## src/pkg/radio_link_pkg.sv

```systemverilog
package radio_link_pkg;
    localparam logic [6:0] OFF_STATUS = 7'h00;
    localparam logic [6:0] OFF_OP = 7'h04;
    localparam logic [6:0] OFF_POWER = 7'h05;
    localparam logic [6:0] OFF_SETUP = 7'h06;
    localparam logic [6:0] OFF_CHANNEL = 7'h07;
    localparam logic [6:0] OFF_TIMING = 7'h08;
    localparam logic [6:0] OFF_STRENGTH = 7'h09;
    localparam logic [6:0] OFF_ACK = 7'h0b;
    localparam logic [6:0] OFF_RETRY_SETUP = 7'h0c;
    localparam logic [6:0] OFF_RETRY_COUNT = 7'h0d;
    localparam logic [6:0] OFF_ADDR0 = 7'h0e;
    localparam logic [6:0] OFF_ADDR1 = 7'h0f;
    localparam logic [6:0] OFF_ADDR2 = 7'h10;

    localparam int BIT_EXHAUSTED = 5;
    localparam int BIT_WHITEN_OFF = 5;
    localparam int BIT_RELAUNCH = 3;
    localparam int BIT_CONT = 2;
    localparam int BIT_START = 1;
    localparam int BIT_DIR = 0;
    localparam int BIT_POWER_DOWN = 1;
    localparam int BIT_STANDBY = 0;
    localparam int BIT_CAL = 5;
    localparam int BIT_MEASURE = 4;
    localparam int BIT_ACK_OFF = 4;
    localparam int SPI_WRITE_BIT = 7;

    localparam logic [5:0] RST_OP = 6'h00;
    localparam logic [1:0] RST_POWER = 2'h0;
    localparam logic [5:0] RST_SETUP = 6'h16;
    localparam logic [5:0] RST_CHANNEL = 6'h00;
    localparam logic [7:0] RST_TIMING = 8'had;
    localparam logic [4:0] RST_ACK = 5'h0d;
    localparam logic [7:0] RST_RETRY_SETUP = 8'h73;
    localparam logic [23:0] RST_ADDR = 24'h00000f;
    localparam logic [3:0] COUNT_MAX = 4'hf;

    localparam int CLOCK_MHZ = 200;
    localparam int RETRY_STEP_US = 250;
    localparam logic [15:0] RETRY_STEP_CYCLES =
        16'(RETRY_STEP_US * CLOCK_MHZ);

    typedef struct packed {
        logic whitening_off;
        logic receive_relaunch;
        logic direction_select;
        logic deep_power_down;
        logic low_power_standby;
        logic [2:0] output_level;
        logic [5:0] radio_channel_number;
        logic [3:0] startup_duration;
        logic [3:0] turnaround_duration;
        logic auto_ack_off;
        logic [3:0] ack_wait_limit;
        logic [23:0] self_address;
    } radio_ctrl_s;

    typedef struct packed {
        logic valid;
        logic [6:0] addr;
        logic [7:0] data;
    } reg_write_s;
endpackage

```

## src/logic/spi_reg_port.sv

```systemverilog
`timescale 1ns/1ps
// serial access: command byte {write, addr[6:0]}, then data bytes,
// address steps by one per byte; mode 0, msb first
module spi_reg_port
(
    input wire logic clock_i,
    input wire logic rst_b_i,
    input wire logic sck_i,
    input wire logic cs_b_i,
    input wire logic sdi_i,
    input wire logic [7:0] rd_data_i,
    output logic [6:0] rd_addr_o,
    output radio_link_pkg::reg_write_s wr_o,
    output logic sdo_o,
    output logic sdo_oe_o
);
    logic [2:0] sck_sync_reg;
    logic [2:0] cs_sync_reg;
    logic [2:0] sdi_sync_reg;
    logic sck_lvl_reg;
    logic cs_lvl_reg;
    logic [2:0] bit_cnt_reg;
    logic [6:0] shift_reg;
    logic [7:0] tx_shift_reg;
    logic in_data_reg;
    logic is_write_reg;
    logic load_reg;
    logic sck_rise;
    logic sck_fall;
    logic [7:0] byte_in;

    // second and third stage must agree before a level counts
    assign sck_rise = (sck_sync_reg[1] == sck_sync_reg[2]) &&
        sck_sync_reg[2] && !sck_lvl_reg;
    assign sck_fall = (sck_sync_reg[1] == sck_sync_reg[2]) &&
        !sck_sync_reg[2] && sck_lvl_reg;
    assign byte_in = {shift_reg, sdi_sync_reg[2]};

    always_ff @(posedge clock_i)
    begin
        if (!rst_b_i)
        begin
            sck_sync_reg <= 3'h0;
            cs_sync_reg <= 3'h7;
            sdi_sync_reg <= 3'h0;
            sck_lvl_reg <= 1'b0;
            cs_lvl_reg <= 1'b1;
        end
        else
        begin
            sck_sync_reg <= {sck_sync_reg[1:0], sck_i};
            cs_sync_reg <= {cs_sync_reg[1:0], cs_b_i};
            sdi_sync_reg <= {sdi_sync_reg[1:0], sdi_i};
            if (sck_sync_reg[1] == sck_sync_reg[2])
                sck_lvl_reg <= sck_sync_reg[2];
            if (cs_sync_reg[1] == cs_sync_reg[2])
                cs_lvl_reg <= cs_sync_reg[2];
        end
    end

    always_ff @(posedge clock_i)
    begin
        if (!rst_b_i)
        begin
            bit_cnt_reg <= 3'h0;
            shift_reg <= 7'h00;
            in_data_reg <= 1'b0;
            is_write_reg <= 1'b0;
            rd_addr_o <= 7'h00;
            wr_o <= '0;
            load_reg <= 1'b0;
        end
        else
        begin
            wr_o.valid <= 1'b0;
            if (cs_lvl_reg)
            begin
                bit_cnt_reg <= 3'h0;
                in_data_reg <= 1'b0;
                load_reg <= 1'b0;
            end
            else if (sck_rise)
            begin
                bit_cnt_reg <= bit_cnt_reg + 3'h1;
                shift_reg <= byte_in[6:0];
                if (bit_cnt_reg == 3'h7)
                begin
                    if (!in_data_reg)
                    begin
                        in_data_reg <= 1'b1;
                        is_write_reg <= byte_in[radio_link_pkg::SPI_WRITE_BIT];
                        rd_addr_o <= byte_in[6:0];
                    end
                    else
                    begin
                        wr_o.valid <= is_write_reg;
                        wr_o.addr <= rd_addr_o;
                        wr_o.data <= byte_in;
                        rd_addr_o <= rd_addr_o + 7'h01;
                    end
                    load_reg <= 1'b1;
                end
            end
            else if (sck_fall)
                load_reg <= 1'b0;
        end
    end

    // read byte is fetched at the first falling edge of a byte
    always_ff @(posedge clock_i)
    begin
        if (!rst_b_i)
        begin
            tx_shift_reg <= 8'h00;
            sdo_o <= 1'b0;
            sdo_oe_o <= 1'b0;
        end
        else
        begin
            sdo_oe_o <= !cs_lvl_reg;
            if (sck_fall && !cs_lvl_reg)
            begin
                if (load_reg && !is_write_reg)
                begin
                    sdo_o <= rd_data_i[7];
                    tx_shift_reg <= {rd_data_i[6:0], 1'b0};
                end
                else
                begin
                    sdo_o <= tx_shift_reg[7];
                    tx_shift_reg <= {tx_shift_reg[6:0], 1'b0};
                end
            end
        end
    end
endmodule // spi_reg_port

```

## src/logic/sat_counter.sv

```systemverilog
`timescale 1ns/1ps
// four-bit saturating counter; a count in the clearing cycle gives one
module sat_counter
(
    input wire logic clock_i,
    input wire logic rst_b_i,
    input wire logic clear_i,
    input wire logic inc_i,
    output logic [3:0] count_o
);
    always_ff @(posedge clock_i)
    begin
        if (!rst_b_i)
            count_o <= 4'h0;
        else if (clear_i)
            count_o <= {3'h0, inc_i};
        else if (inc_i && count_o != radio_link_pkg::COUNT_MAX)
            count_o <= count_o + 4'h1;
    end
endmodule // sat_counter

```

## src/logic/radio_link_control_regs.sv

```systemverilog
`timescale 1ns/1ps
module radio_link_control_regs
#(
    parameter logic [15:0] RETRY_STEP_CYCLES =
        radio_link_pkg::RETRY_STEP_CYCLES
)
(
    input wire logic clock_i,
    input wire logic rst_b_i,
    input wire logic spi_sck_i,
    input wire logic spi_cs_b_i,
    input wire logic spi_sdi_i,
    output logic spi_sdo_o,
    output logic spi_sdo_oe_o,
    input wire logic packet_start_i,
    input wire logic ack_missing_i,
    input wire logic rssi_valid_i,
    input wire logic [3:0] rssi_level_i,
    input wire logic calibration_done_i,
    output radio_link_pkg::radio_ctrl_s ctrl_o,
    output logic continuous_transmit_o,
    output logic radio_launch_o,
    output logic synth_calibration_go_o,
    output logic strength_measure_go_o,
    output logic retransmit_go_o,
    output logic retry_exhausted_flag_o
);
    typedef enum logic [0:0] {RETRY_IDLE, RETRY_WAIT} retry_state_e;

    radio_link_pkg::reg_write_s wr;
    logic [6:0] rd_addr;
    logic [7:0] rd_data;
    logic [5:0] op_reg;
    logic [1:0] power_reg;
    logic [5:0] setup_reg;
    logic [5:0] channel_reg;
    logic [7:0] timing_reg;
    logic measure_reg;
    logic [3:0] strength_result;
    logic [4:0] ack_reg;
    logic [7:0] retry_setup_reg;
    logic [23:0] self_address;
    logic [3:0] lost_packet_count;
    logic [3:0] retry_count;
    retry_state_e retry_state_reg;
    logic [3:0] delay_steps_reg;
    logic [15:0] step_cnt_reg;
    logic retry_fire;
    logic lost_event;
    logic wr_op;
    logic wr_setup;
    logic wr_channel;
    logic wr_status;
    logic [3:0] retry_delay;
    logic [3:0] retry_limit;

    assign wr_op = wr.valid && wr.addr == radio_link_pkg::OFF_OP;
    assign wr_setup = wr.valid && wr.addr == radio_link_pkg::OFF_SETUP;
    assign wr_channel = wr.valid && wr.addr == radio_link_pkg::OFF_CHANNEL;
    assign wr_status = wr.valid && wr.addr == radio_link_pkg::OFF_STATUS;
    assign retry_delay = retry_setup_reg[7:4];
    assign retry_limit = retry_setup_reg[3:0];

    spi_reg_port u_spi
    (
        .clock_i(clock_i),
        .rst_b_i(rst_b_i),
        .sck_i(spi_sck_i),
        .cs_b_i(spi_cs_b_i),
        .sdi_i(spi_sdi_i),
        .rd_data_i(rd_data),
        .rd_addr_o(rd_addr),
        .wr_o(wr),
        .sdo_o(spi_sdo_o),
        .sdo_oe_o(spi_sdo_oe_o)
    );

    always_ff @(posedge clock_i)
    begin
        if (!rst_b_i)
            op_reg <= radio_link_pkg::RST_OP;
        else if (wr_op)
            op_reg <= wr.data[5:0];
    end

    always_ff @(posedge clock_i)
    begin
        if (!rst_b_i)
            radio_launch_o <= 1'b0;
        else
            radio_launch_o <= wr_op && wr.data[radio_link_pkg::BIT_START];
    end

    always_ff @(posedge clock_i)
    begin
        if (!rst_b_i)
            continuous_transmit_o <= 1'b0;
        else
            continuous_transmit_o <= op_reg[radio_link_pkg::BIT_CONT] &&
                op_reg[radio_link_pkg::BIT_DIR];
    end

    always_ff @(posedge clock_i)
    begin
        if (!rst_b_i)
            power_reg <= radio_link_pkg::RST_POWER;
        else if (wr.valid && wr.addr == radio_link_pkg::OFF_POWER)
            power_reg <= wr.data[1:0];
    end

    // calibration bit reads one until the synthesizer is done
    always_ff @(posedge clock_i)
    begin
        if (!rst_b_i)
            setup_reg <= radio_link_pkg::RST_SETUP;
        else if (wr_setup)
            setup_reg <= wr.data[5:0];
        else if (calibration_done_i)
            setup_reg[radio_link_pkg::BIT_CAL] <= 1'b0;
    end

    always_ff @(posedge clock_i)
    begin
        if (!rst_b_i)
            synth_calibration_go_o <= 1'b0;
        else
            synth_calibration_go_o <= wr_setup &&
                wr.data[radio_link_pkg::BIT_CAL];
    end

    always_ff @(posedge clock_i)
    begin
        if (!rst_b_i)
            channel_reg <= radio_link_pkg::RST_CHANNEL;
        else if (wr_channel)
            channel_reg <= wr.data[5:0];
    end

    always_ff @(posedge clock_i)
    begin
        if (!rst_b_i)
            timing_reg <= radio_link_pkg::RST_TIMING;
        else if (wr.valid && wr.addr == radio_link_pkg::OFF_TIMING)
            timing_reg <= wr.data;
    end

    always_ff @(posedge clock_i)
    begin
        if (!rst_b_i)
        begin
            measure_reg <= 1'b0;
            strength_measure_go_o <= 1'b0;
            strength_result <= 4'h0;
        end
        else
        begin
            strength_measure_go_o <= 1'b0;
            if (wr.valid && wr.addr == radio_link_pkg::OFF_STRENGTH)
            begin
                measure_reg <= wr.data[radio_link_pkg::BIT_MEASURE];
                strength_measure_go_o <= wr.data[radio_link_pkg::BIT_MEASURE];
            end
            if (rssi_valid_i)
                strength_result <= rssi_level_i;
        end
    end

    always_ff @(posedge clock_i)
    begin
        if (!rst_b_i)
            ack_reg <= radio_link_pkg::RST_ACK;
        else if (wr.valid && wr.addr == radio_link_pkg::OFF_ACK)
            ack_reg <= wr.data[4:0];
    end

    always_ff @(posedge clock_i)
    begin
        if (!rst_b_i)
            retry_setup_reg <= radio_link_pkg::RST_RETRY_SETUP;
        else if (wr.valid && wr.addr == radio_link_pkg::OFF_RETRY_SETUP)
            retry_setup_reg <= wr.data;
    end

    // own address bytes, low byte first
    always_ff @(posedge clock_i)
    begin
        if (!rst_b_i)
            self_address <= radio_link_pkg::RST_ADDR;
        else if (wr.valid)
        begin
            case (wr.addr)
                radio_link_pkg::OFF_ADDR0: self_address[7:0] <= wr.data;
                radio_link_pkg::OFF_ADDR1: self_address[15:8] <= wr.data;
                radio_link_pkg::OFF_ADDR2: self_address[23:16] <= wr.data;
                default: self_address <= self_address;
            endcase
        end
    end

    // retry engine: a missed ack waits (delay+1) steps, then retransmits;
    // a new packet aborts the wait so stale retries never go out
    always_ff @(posedge clock_i)
    begin
        if (!rst_b_i)
        begin
            retry_state_reg <= RETRY_IDLE;
            delay_steps_reg <= 4'h0;
            step_cnt_reg <= 16'h0000;
        end
        else if (packet_start_i)
            retry_state_reg <= RETRY_IDLE;
        else
        begin
            case (retry_state_reg)
                RETRY_IDLE:
                begin
                    step_cnt_reg <= 16'h0000;
                    delay_steps_reg <= retry_delay;
                    if (ack_missing_i && !ack_reg[radio_link_pkg::BIT_ACK_OFF]
                        && retry_count < retry_limit)
                        retry_state_reg <= RETRY_WAIT;
                end
                RETRY_WAIT:
                begin
                    if (step_cnt_reg == RETRY_STEP_CYCLES - 16'h0001)
                    begin
                        step_cnt_reg <= 16'h0000;
                        delay_steps_reg <= delay_steps_reg - 4'h1;
                        if (delay_steps_reg == 4'h0)
                            retry_state_reg <= RETRY_IDLE;
                    end
                    else
                        step_cnt_reg <= step_cnt_reg + 16'h0001;
                end
                default: retry_state_reg <= RETRY_IDLE;
            endcase
        end
    end

    assign retry_fire = !packet_start_i && retry_state_reg == RETRY_WAIT &&
        step_cnt_reg == RETRY_STEP_CYCLES - 16'h0001 &&
        delay_steps_reg == 4'h0;
    // limit reached means the packet is lost
    assign lost_event = ack_missing_i && !packet_start_i &&
        retry_state_reg == RETRY_IDLE &&
        !ack_reg[radio_link_pkg::BIT_ACK_OFF] && retry_count >= retry_limit;

    always_ff @(posedge clock_i)
    begin
        if (!rst_b_i)
            retransmit_go_o <= 1'b0;
        else
            retransmit_go_o <= retry_fire;
    end

    // lost count saturates, cleared by channel write
    sat_counter u_lost
    (
        .clock_i(clock_i),
        .rst_b_i(rst_b_i),
        .clear_i(wr_channel),
        .inc_i(lost_event),
        .count_o(lost_packet_count)
    );

    // retry count restarts with each packet
    sat_counter u_retry
    (
        .clock_i(clock_i),
        .rst_b_i(rst_b_i),
        .clear_i(packet_start_i),
        .inc_i(retry_fire),
        .count_o(retry_count)
    );

    // set on exhaustion, write one clears, set wins
    always_ff @(posedge clock_i)
    begin
        if (!rst_b_i)
            retry_exhausted_flag_o <= 1'b0;
        else if (lost_event)
            retry_exhausted_flag_o <= 1'b1;
        else if (wr_status && wr.data[radio_link_pkg::BIT_EXHAUSTED])
            retry_exhausted_flag_o <= 1'b0;
    end

    always_comb
    begin
        case (rd_addr)
            radio_link_pkg::OFF_STATUS:
                rd_data = {2'h0, retry_exhausted_flag_o, 5'h00};
            radio_link_pkg::OFF_OP: rd_data = {2'h0, op_reg};
            radio_link_pkg::OFF_POWER: rd_data = {6'h00, power_reg};
            radio_link_pkg::OFF_SETUP: rd_data = {2'h0, setup_reg};
            radio_link_pkg::OFF_CHANNEL: rd_data = {2'h0, channel_reg};
            radio_link_pkg::OFF_TIMING: rd_data = timing_reg;
            radio_link_pkg::OFF_STRENGTH:
                rd_data = {3'h0, measure_reg, strength_result};
            radio_link_pkg::OFF_ACK: rd_data = {3'h0, ack_reg};
            radio_link_pkg::OFF_RETRY_SETUP: rd_data = retry_setup_reg;
            radio_link_pkg::OFF_RETRY_COUNT:
                rd_data = {lost_packet_count, retry_count};
            radio_link_pkg::OFF_ADDR0: rd_data = self_address[7:0];
            radio_link_pkg::OFF_ADDR1: rd_data = self_address[15:8];
            radio_link_pkg::OFF_ADDR2: rd_data = self_address[23:16];
            default: rd_data = 8'h00;
        endcase
    end

    // control outputs; fields straight from register flops
    assign ctrl_o.whitening_off = op_reg[radio_link_pkg::BIT_WHITEN_OFF];
    assign ctrl_o.receive_relaunch = op_reg[radio_link_pkg::BIT_RELAUNCH];
    assign ctrl_o.direction_select = op_reg[radio_link_pkg::BIT_DIR];
    assign ctrl_o.deep_power_down = power_reg[radio_link_pkg::BIT_POWER_DOWN];
    assign ctrl_o.low_power_standby = power_reg[radio_link_pkg::BIT_STANDBY];
    assign ctrl_o.output_level = setup_reg[2:0];
    assign ctrl_o.radio_channel_number = channel_reg;
    assign ctrl_o.startup_duration = timing_reg[7:4];
    assign ctrl_o.turnaround_duration = timing_reg[3:0];
    assign ctrl_o.auto_ack_off = ack_reg[radio_link_pkg::BIT_ACK_OFF];
    assign ctrl_o.ack_wait_limit = ack_reg[3:0];
    assign ctrl_o.self_address = self_address;
endmodule // radio_link_control_regs

```

## config.mk

```make
export PLATFORM = sky130hd
export DESIGN_NAME = radio_link_control_regs
export DESIGN_NICKNAME = d
export VERILOG_FILES = /design/src/pkg/radio_link_pkg.sv /design/src/logic/spi_reg_port.sv /design/src/logic/sat_counter.sv /design/src/logic/radio_link_control_regs.sv
export SDC_FILE = /design/constraint.sdc
export NUM_CORES = 1
export LEC_CHECK = 0
export ABC_CLOCK_PERIOD_IN_PS = 1830
export BUFFER_PORTS_ARGS = -buffer_cell sky130_fd_sc_hd__buf_2
export CORE_UTILIZATION = 50
export DETAILED_ROUTE_END_ITERATION = 10
export GPL_TIMING_DRIVEN = 1
export PLACE_DENSITY = 0.72
export RECOVER_POWER = 100
export REMOVE_ABC_BUFFERS = 1
export SLEW_MARGIN = 20
export SYNTH_ARGS = -nofsm -noshare
export SYNTH_HDL_FRONTEND = slang
export SYNTH_SLANG_ARGS = --single-unit
```

## constraint.sdc

```tcl
create_clock -name clock_i -period 1.83 [get_ports clock_i]
set_input_delay 0.0915 -clock clock_i [delete_from_list [all_inputs] [get_ports clock_i]]
set_output_delay 0.0915 -clock clock_i [all_outputs]
set_load 0.05 [all_outputs]
```

; Yosys cells after proc, flatten, opt, wreduce, memory -nomap -nowiden
; Index checks and enable logic that the tools add are counted.
[word_totals]
register_bits = 162
input_bits = 13
out_inout_bits = 59
word_cells = 171
[classes]
add_sub_neg = 6
n_lt_le_gt_ge = 2
n_eq_ne = 31
muxes = 23
n_bitwise = 7
reduce_logical = 59
[op_table]
columns = op, count
row1 = 8-bit case mux with 13 select lines, 1
row2 = "7-bit by 4-bit == test with 1-bit output, second input constant", 13
row3 = "7-bit by 3-bit == test with 1-bit output, second input constant", 8
row4 = 16-bit case mux with 2 select lines, 1
row5 = 1-bit logical AND, 30
row6 = "16-bit by 1-bit adder with 16-bit output, second input constant", 1
row7 = "16-bit == test, second input constant", 1
row8 = 16-bit two-way mux, 1
row9 = 2-bit AND reduction, 8
row10 = 1-bit two-way mux, 15
row11 = "7-bit by 5-bit == test with 1-bit output, second input constant", 2
row12 = 7-bit zero test, 2
row13 = 2-bit nonzero test, 5
row14 = "4-bit by 1-bit adder with 4-bit output, second input constant", 2
row15 = 8-bit two-way mux, 1
row16 = "4-bit inequality test, second input constant", 2
row17 = 4-bit case mux with 2 select lines, 1
row18 = 4-bit AND reduction, 2
row19 = "7-bit by 1-bit adder with 7-bit output, second input constant", 1
row20 = 7-bit two-way mux, 1
row21 = 1-bit inverter, 7
row22 = 1-bit zero test, 6
row23 = 2-bit OR reduction, 3
row24 = 5-bit OR reduction, 1
row25 = other kinds (12), 13

; Logic depth before layout (Yosys ltp)
; Gate-level depths: netlist of the first run.
[depth]
ltp_word = 8
mapped_depth = 8
ltp_nobuf = 7

; Hierarchy
; A second synthesis of the first run with hierarchy kept.
[unflattened]
cells_unflattened = 825
area_unflattened_um2 = 7543.5
[modules_own_cells]
columns = mod, instances, cells_each, area_per_inst_um2, seq_area_each_um2
row1 = radio_link_control_regs, 1, 538, 4906.0, 1941.9
row2 = spi_reg_port, 1, 241, 2224.6, 1121.1
row3 = sat_counter, 2, 23, 206.4, 80.1

; Worst setup path after synthesis of the first run
; Ideal clock, no wire load.
[synth_timing]
kind = register to register
start = register step_cnt_reg[11]
end = register step_cnt_reg[6]
setup_time_ns = 0.115
arrival_time_ns = 1.714
required_ns = 1.715
setup_slack_ns = 0.001
path_stages_with_launch = 7
n_path_buf = 1
synth_period_minus_slack_ns = 1.829
path_cell_list = dfxtp_1 > or4_4 > nor4_4 > o21bai_2 > nand2_2 > buf_6 > nor2_1
[synth_via]
elab_chain_len = 3
[synth_rtl]
columns = element, line
row1 = start: declaration, radio_link_control_regs.sv:47  ; logic [15:0] step_cnt_reg;
row2 = start signal: assignment, radio_link_control_regs.sv:233  ; step_cnt_reg <= step_cnt_reg + 16'h0001;
row3 = 16-bit == test, radio_link_control_regs.sv:225  ; if (step_cnt_reg == RETRY_STEP_CYCLES - 16'h0001)
row4 = 16-bit two-way mux, radio_link_control_regs.sv:225
row5 = 16-bit case mux with 2 select lines, radio_link_control_regs.sv:214  ; case (retry_state_reg)
; Every way passes these cells.
; A chain may end at the register's enable or synchronous reset.

; Final worst setup path of the first run
[layout_timing]
start = register step_cnt_reg[4]
end = register step_cnt_reg[5]
[layout_via]
elab_chain_len = 3
elab_cells_between_ends = 4
cone_classes = add/sub (1) / eq/ne (1) / mux (2)
[layout_rtl]
columns = element, line
row1 = 16-bit by 1-bit adder with 16-bit output / 16-bit == test (equally long branches), "radio_link_control_regs.sv:233, radio_link_control_regs.sv:225"
row2 = 16-bit two-way mux *, radio_link_control_regs.sv:225
row3 = 16-bit case mux with 2 select lines *, radio_link_control_regs.sv:214
; Mark *: on every way between the ends. The rest lies on a longest branch, timed or not.

==> flow_summary.json, run 1 <==
{
  "slowest_stage": "or4b_4",
  "grt_remaining_overflow": 0,
  "cts_buffers": 17,
  "ys_seq_area_share_pct": 43.5,
  "synth_compound_area_share_pct": 13.2,
  "p_sw_share_pct": 21.7,
  "netlist.area_leader.share_pct": 43.5,
  "switchingPower_mw": 1.53,
  "slew_headroom_pct": 51.2,
  "synth_top_family_by_area": "simple AND/OR/NAND/NOR gates",
  "io_buffers": 71,
  "p_int_mw": 5.52,
  "hpwl_um": 14700,
  "gp_congestion": 0.963,
  "core_um2": 14500,
  "drt-met1-wl_um": 9010,
  "grt_max_degree": 48,
  "fmax_ghz": 0.550,
  "muxShareOfSynthArea_pct": 11.1,
  "yosysWarnings": 0,
  "wirelength_um": 21100,
  "slew_viol_final": 0,
  "rsz0062_at_grt": "true",
  "worst_pin_slew_ns": 0.731,
  "grt_util_all_layers_pct": 28.2,
  "final_area_um2": 9360,
  "setup_ws_ns": 0.0123,
  "synth-main-ff-cell": "dfxtp_1",
  "clock_path_buffers": 2,
  "synthSimpleGateAreaFrac_pct": 22.3,
  "crit_chain": "or4b_4 > nor4_4 > buf_6 > o21bai_4 > nand2_4 > clkbuf_16 > nor2_1",
  "hold_path.class": "input pin to flop",
  "vias": 6743,
  "synth.distinct_cells": 67,
  "crit_required_ns": 2.15,
  "rows": 44,
  "tritoncts": "built",
  "syn_area_um2": 7410,
  "power.density_nw_per_um2": 754,
  "cp-start-kind": "flop",
  "drive_above_1_share_pct": 25.7,
  "first_pass_iters": 5,
  "diodes": 0,
  "cts-root-buf": "clkbuf_16",
  "io_pins": 72,
  "dieHeight_um": 124,
  "worstSetupPathType": "flop to flop",
  "area_delta_synth_final_pct": 26.3,
  "antenna_found_initial": 0,
  "synth_edf_count": 0,
  "worst_hold_slack_ns": 0.0270,
  "maxUsedRoutingLayer": "met4",
  "num-nets-final": 1012,
  "initial_core_util_pct": 51.2,
  "outcome": "completed",
  "largest_register_ffs": 24,
  "wl_per_cell_um": 17.9,
  "period_share_pct": 99.3,
  "ant_nets": 0,
  "maxCapViolCount": 0,
  "drt_iter0_drc": 586,
  "synth-seq-cells": 161,
  "end_kind": "flop",
  "p_seq_share_pct": 50.2,
  "cp.arrival_ns": 2.14,
  "clkPwrFrac_pct": 46.7,
  "met3_length_um": 1270,
  "cts.sinks": 161,
  "clk_pin_slew_ns": 0.06,
  "synth_fa_ha_area_share_pct": 2.87,
  "dpl_cell_area_um2": 8410,
  "route.met2.wl_um": 10000,
  "max_stage_delay_ns": 0.58,
  "final_hold_viol_count": 0,
  "vias_per_cell": 5.72,
  "finClkSkew_ns": 0.00702,
  "synthArstFlopShare_pct": 0,
  "synth_xor_area_share_pct": 2.01,
  "p_leak_nw": 4.05,
  "synthTopCellsByArea": "dfxtp_1 43%, mux2i_1 10%, nor2_1 5.3%",
  "die_w_um": 124,
  "grt_pass1_vias": 6180,
  "grt_pass1_wl_um": 32100,
  "yosysTopAreaCell": "dfxtp_1",
  "drc": 0,
  "setup_viol": 0,
  "syn_inst": 849,
  "die_area_um2": 15300,
  "period_minus_slack_ns": 1.82,
  "avgSynthCellArea_um2": 8.73,
  "preCtsSetupSlack_ns": -0.0551,
  "combPwrFrac_pct": 3.0,
  "max-vdd-ir-drop_v": 0.000649,
  "clock_insertion_delay_worst_skew_ns": 0.43,
  "path_max_fanout": 8,
  "htree_levels": 4
}
path summary, 6_finish.rpt:
path                                      startpoint                    to  slack, ns  cells after the start
worst max-delay path                 step_cnt_reg[4]       step_cnt_reg[5]       0.01                      7
worst max register to register       step_cnt_reg[4]       step_cnt_reg[5]       0.01                      7
worst min-delay path                  packet_start_i       step_cnt_reg[1]       0.03                      3
worst min register to register  u_spi.cs_sync_reg[0]  u_spi.cs_sync_reg[1]       0.41                      1
power by group through the flow:
stage | Clock (mW) | Sequential [mW] | Combinational [mW]
floorplan | 0 | 3.62 | 0.0833
global placement | 0 | 3.62 | 0.169
detailed placement | 0 | 3.62 | 0.172
CTS | 3.34 | 3.54 | 0.196
global route | 3.48 | 3.54 | 0.235
finish | 3.30 | 3.54 | 0.215
cell type report:
| cell class | count | area [um2] |
|---|---|---|
| multi-input cells | 605 | 4010 |
| repair buffers | 178 | 1270 |
| flip-flops and latches | 161 | 3230 |
| well taps | 184 | 230 |
| clock inverters | 9 | 85.1 |
| clock buffers | 23 | 458 |
| fillers | 1190 | 5120 |
| inverters | 19 | 71.3 |
cells in the mapped netlist, types with 8 or more instances:
cell and n:
clkbuf_1 38, nand3_1 47, nor2_1 105, nor2b_1 10, a22oi_1 15, nor3_1 20
mux2i_1 74, o21ai_0 28, and3_1 10, xnor2_1 12, ha_1 17, dfxtp_1 161
nand2b_1 8, buf_2 8, a21oi_1 53, nand2_1 83, buf_1 8, inv_1 17
critical path, delay by kind of cell, from the launching register on:
family          cells  cell delay, ns
compound gates      1            0.07
buf+inv             2            0.32
simple gates        4            1.00
flops               1            0.32
placed cells by master (no fill, tap or decap), types with 6 or more instances in the layout:
cell type	count
a21o_1	6
xnor2_1	12
a21oi_1	49
nor3_1	19
dfxtp_2	6
and2_1	6
ha_1	14
nor2b_1	10
inv_1	17
nand2b_1	8
o21ai_0	25
clkbuf_16	18
and3_1	10
buf_2	71
dlygate4sd3_1	12
dfxtp_1	155
nand2_1	81
nor2_1	96
a22oi_1	14
mux2i_1	74
buf_4	85
nand3_1	44
nand4_1	6
o21ai_1	8
logic make-up after synthesis:
logic type,Yosys count
DFF,161
AOI/OAI and AO/OA,153
adders and majority gates,17
buffers and inverters,83
muxes,80
xor gates and xnor gates,17
and+or+nand+nor,338
routing by layer:
layer / track usage, % / up-vias
li1: - / 3245
met1: 35.5 / 3234
met2: 45.1 / 217
met3: 6.68 / 47
met4: 13.4 / 0
met5: 0.694 / -
through the flow:
stage	instances	power (mW)	setup TNS (ns)	utilization, %
detailed placement	1131	3.79	-0.191	58.1
finish	1179	7.05	0	64.6
CTS	1175	7.08	0	63.0
global placement	1131	3.79	-0.0447	58.1
global route	1179	7.26	-1.27	64.6
floorplan	785	3.70	-11.99	-
repair_timing:
action                                  in CTS  in global routing
endpoints found under the setup margin      23                 64
endpoints found under the hold margin        8                  0
setup buffers                                0                  3
resized for setup                           11                 55
pin swaps                                    4                 23
gates cloned                                 0                  1
hold buffers                                12                  0
No activity file was read; power rests on OpenSTA's default activity.
==> inputs of run 2 (changes only) <==
CORE_UTILIZATION = 53   (was 50)
PLACE_DENSITY = 0.75   (was 0.72)
==> run 2 against run 1 <==
Compared with the run above: the run now ends with setup timing left; clock power up 20%; first-iteration DRC count up 16%; routed wire length up 1.6%; highest routed layer unchanged; worst setup slack worse by 0.013 ns; via count up 2.0%; count of clock-buffer cells in the layout down 4; combinational power down 6%; utilization up 3.8 points; non-clock buffer count down 6; fmax down 0.70%; critical path depth unchanged; register-to-register slack about the same.
==> flow_summary.json, run 2 (synthesis gave the netlist of run 1 again) <==
{
  "fmax_ghz": 0.546,
  "p_total_mw": 7.70,
  "cp.arrival_ns": 2.15,
  "grt_remaining_overflow": 0,
  "initial_core_util_pct": 55.1,
  "cts-root-buf": "clkbuf_16",
  "clock_path_buffers": 2,
  "drt_iter0_drc": 682,
  "ant_nets": 0,
  "gr-usage-met2_pct": 47.5,
  "die_w_um": 120,
  "maxCapViolCount": 0,
  "num-nets-final": 1006,
  "clk_pin_slew_ns": 0.06,
  "gp_congestion": 0.979,
  "htree_levels": 4,
  "finClkSkew_ns": 0.00967,
  "wirelength_um": 21400,
  "layout_commonest_cell": "dfxtp_1",
  "fillers": 1115,
  "clock_insertion_delay_worst_skew_ns": 0.43,
  "area_delta_synth_final_pct": 24.3,
  "busiest_layer": "met2",
  "worst_pin_slew_ns": 0.709,
  "period_minus_slack_ns": 1.83,
  "met1_usage_pct": 38.9,
  "setup_ws_ns": -0.000484,
  "layout_common_cells": "158 x dfxtp_1, 102 x nor2_1, 82 x buf_4",
  "end_kind": "flop",
  "grt_util_all_layers_pct": 30.1,
  "max-vdd-ir-drop_v": 0.000646,
  "io_buffers": 71,
  "vias_per_cell": 5.91,
  "cts_buffers": 17,
  "diodes": 0,
  "final_hold_viol_count": 0,
  "crit_required_ns": 2.15,
  "cp-start-kind": "flop",
  "max_stage_delay_ns": 0.57,
  "p_leak_nw": 3.81,
  "outcome": "finished, violations left",
  "largest_register_ffs": 24,
  "path_max_fanout": 8,
  "met3_usage_pct": 5.75,
  "antenna_found_initial": 0,
  "first_pass_iters": 5,
  "grt_max_degree": 37,
  "power.density_nw_per_um2": 836,
  "vias": 6878,
  "worstSetupPathType": "flop to flop",
  "slew_headroom_pct": 52.7,
  "rsz0062_at_grt": "true",
  "hpwl_um": 14800,
  "dieHeight_um": 120,
  "path_buf_inv": 2,
  "period_share_pct": 100,
  "slew_viol_final": 0,
  "hold_path.class": "input pin to flop",
  "grt_pass1_vias": 6463,
  "io_pins": 72,
  "core_um2": 13500,
  "cts.sinks": 161,
  "setup_viol": 1,
  "dpl_cell_area_um2": 8360,
  "preCtsSetupSlack_ns": -0.131,
  "rows": 42,
  "wl_per_cell_um": 18.4,
  "slowest_stage": "or4b_4",
  "violations": "setup timing",
  "drive_above_1_share_pct": 18.4,
  "crit_chain": "or4b_4 > nor4_4 > buf_6 > o21bai_4 > nand2_4 > clkbuf_16 > nor2_1",
  "die_area_um2": 14500,
  "grt_pass1_wl_um": 33500,
  "drc": 0,
  "final_area_um2": 9210,
  "crit_family": "simple AND/OR/NAND/NOR gates",
  "tritoncts": "built"
}
run 2: changes by cell type in the layout (fill, tap and decap cells not counted), moves of 4 or more:
cell	before	now
buf_2	71	12
bufinv_16	1	5
clkbuf_1	5	62
dfxtp_2	6	2
dlygate4sd3_1	12	8
nor2_1	96	102
nor2_4	4	0
run 2: power breakdown:
part	leakage, nW	internal (mW)	total [mW]	switching (mW)
logic	2.19	0.0849	0.203	0.118
registers	1.30	3.52	3.54	0.0159
clock network	0.320	2.50	3.96	1.46
total	3.81	6.11	7.70	1.59
run 2: metal layers:
metal | wire (um) | vias up
met1 | 8950 | 3286
met4 | 830 | 0
met5 | 0 | -
met3 | 1560 | 70
li1 | - | 3236
met2 | 10000 | 286
run 2: area by class of cell:
class	count	area, um2	area share [%]
clock inverters	12	203	2.20
clock buffers	19	453	4.92
inverters	19	71.3	0.774
repair buffers	172	1100	12.0
well taps	176	220	2.39
multi-input cells	605	3930	42.7
flip-flops and latches	161	3230	35.1
run 2: timing repair:
action,CTS,global route
hold buffers,8,0
pin swaps,1,9
endpoints found under the setup margin,13,70
hold endpoints to repair,8,0
gates resized for setup,5,38
buffers inserted,0,3
gates cloned,0,1
run 2: final timing paths:
path | start | end | slack (ns) | cells after the start
setup / recovery | step_cnt_reg[5] | step_cnt_reg[2] | -0.0005 | 7
hold reg to reg | u_spi.cs_sync_reg[0] | u_spi.cs_sync_reg[1] | 0.40 | 1
setup reg to reg | step_cnt_reg[5] | step_cnt_reg[2] | -0.0005 | 7
hold / removal | calibration_done_i | setup_reg[5] | 0.01 | 4
run 2: worst reg2reg max path, delay by kind of cell (launching register included):
family / cells / cell delay [ns]
buf+inv: 2 / 0.32
simple gates: 4 / 1.02
flops: 1 / 0.31
compound gates: 1 / 0.07
run 2: stage by stage:
| stage | std cells | setup TNS (ns) | hold WS [ns] | util [%] |
|---|---|---|---|---|
| 2_1_floorplan | 785 | -11.99 | 0.153 | - |
| 6_report | 1164 | -0.000484 | 0.0123 | 68.5 |
| 4_1_cts | 1160 | -0.00949 | 0.00782 | 67.8 |
| 5_1_grt | 1164 | -1.67 | 0.0243 | 68.5 |
| 3_3_place_gp | 1121 | -0.164 | 0.271 | 62.2 |
| 3_5_place_dp | 1121 | -0.145 | 0.279 | 62.2 |
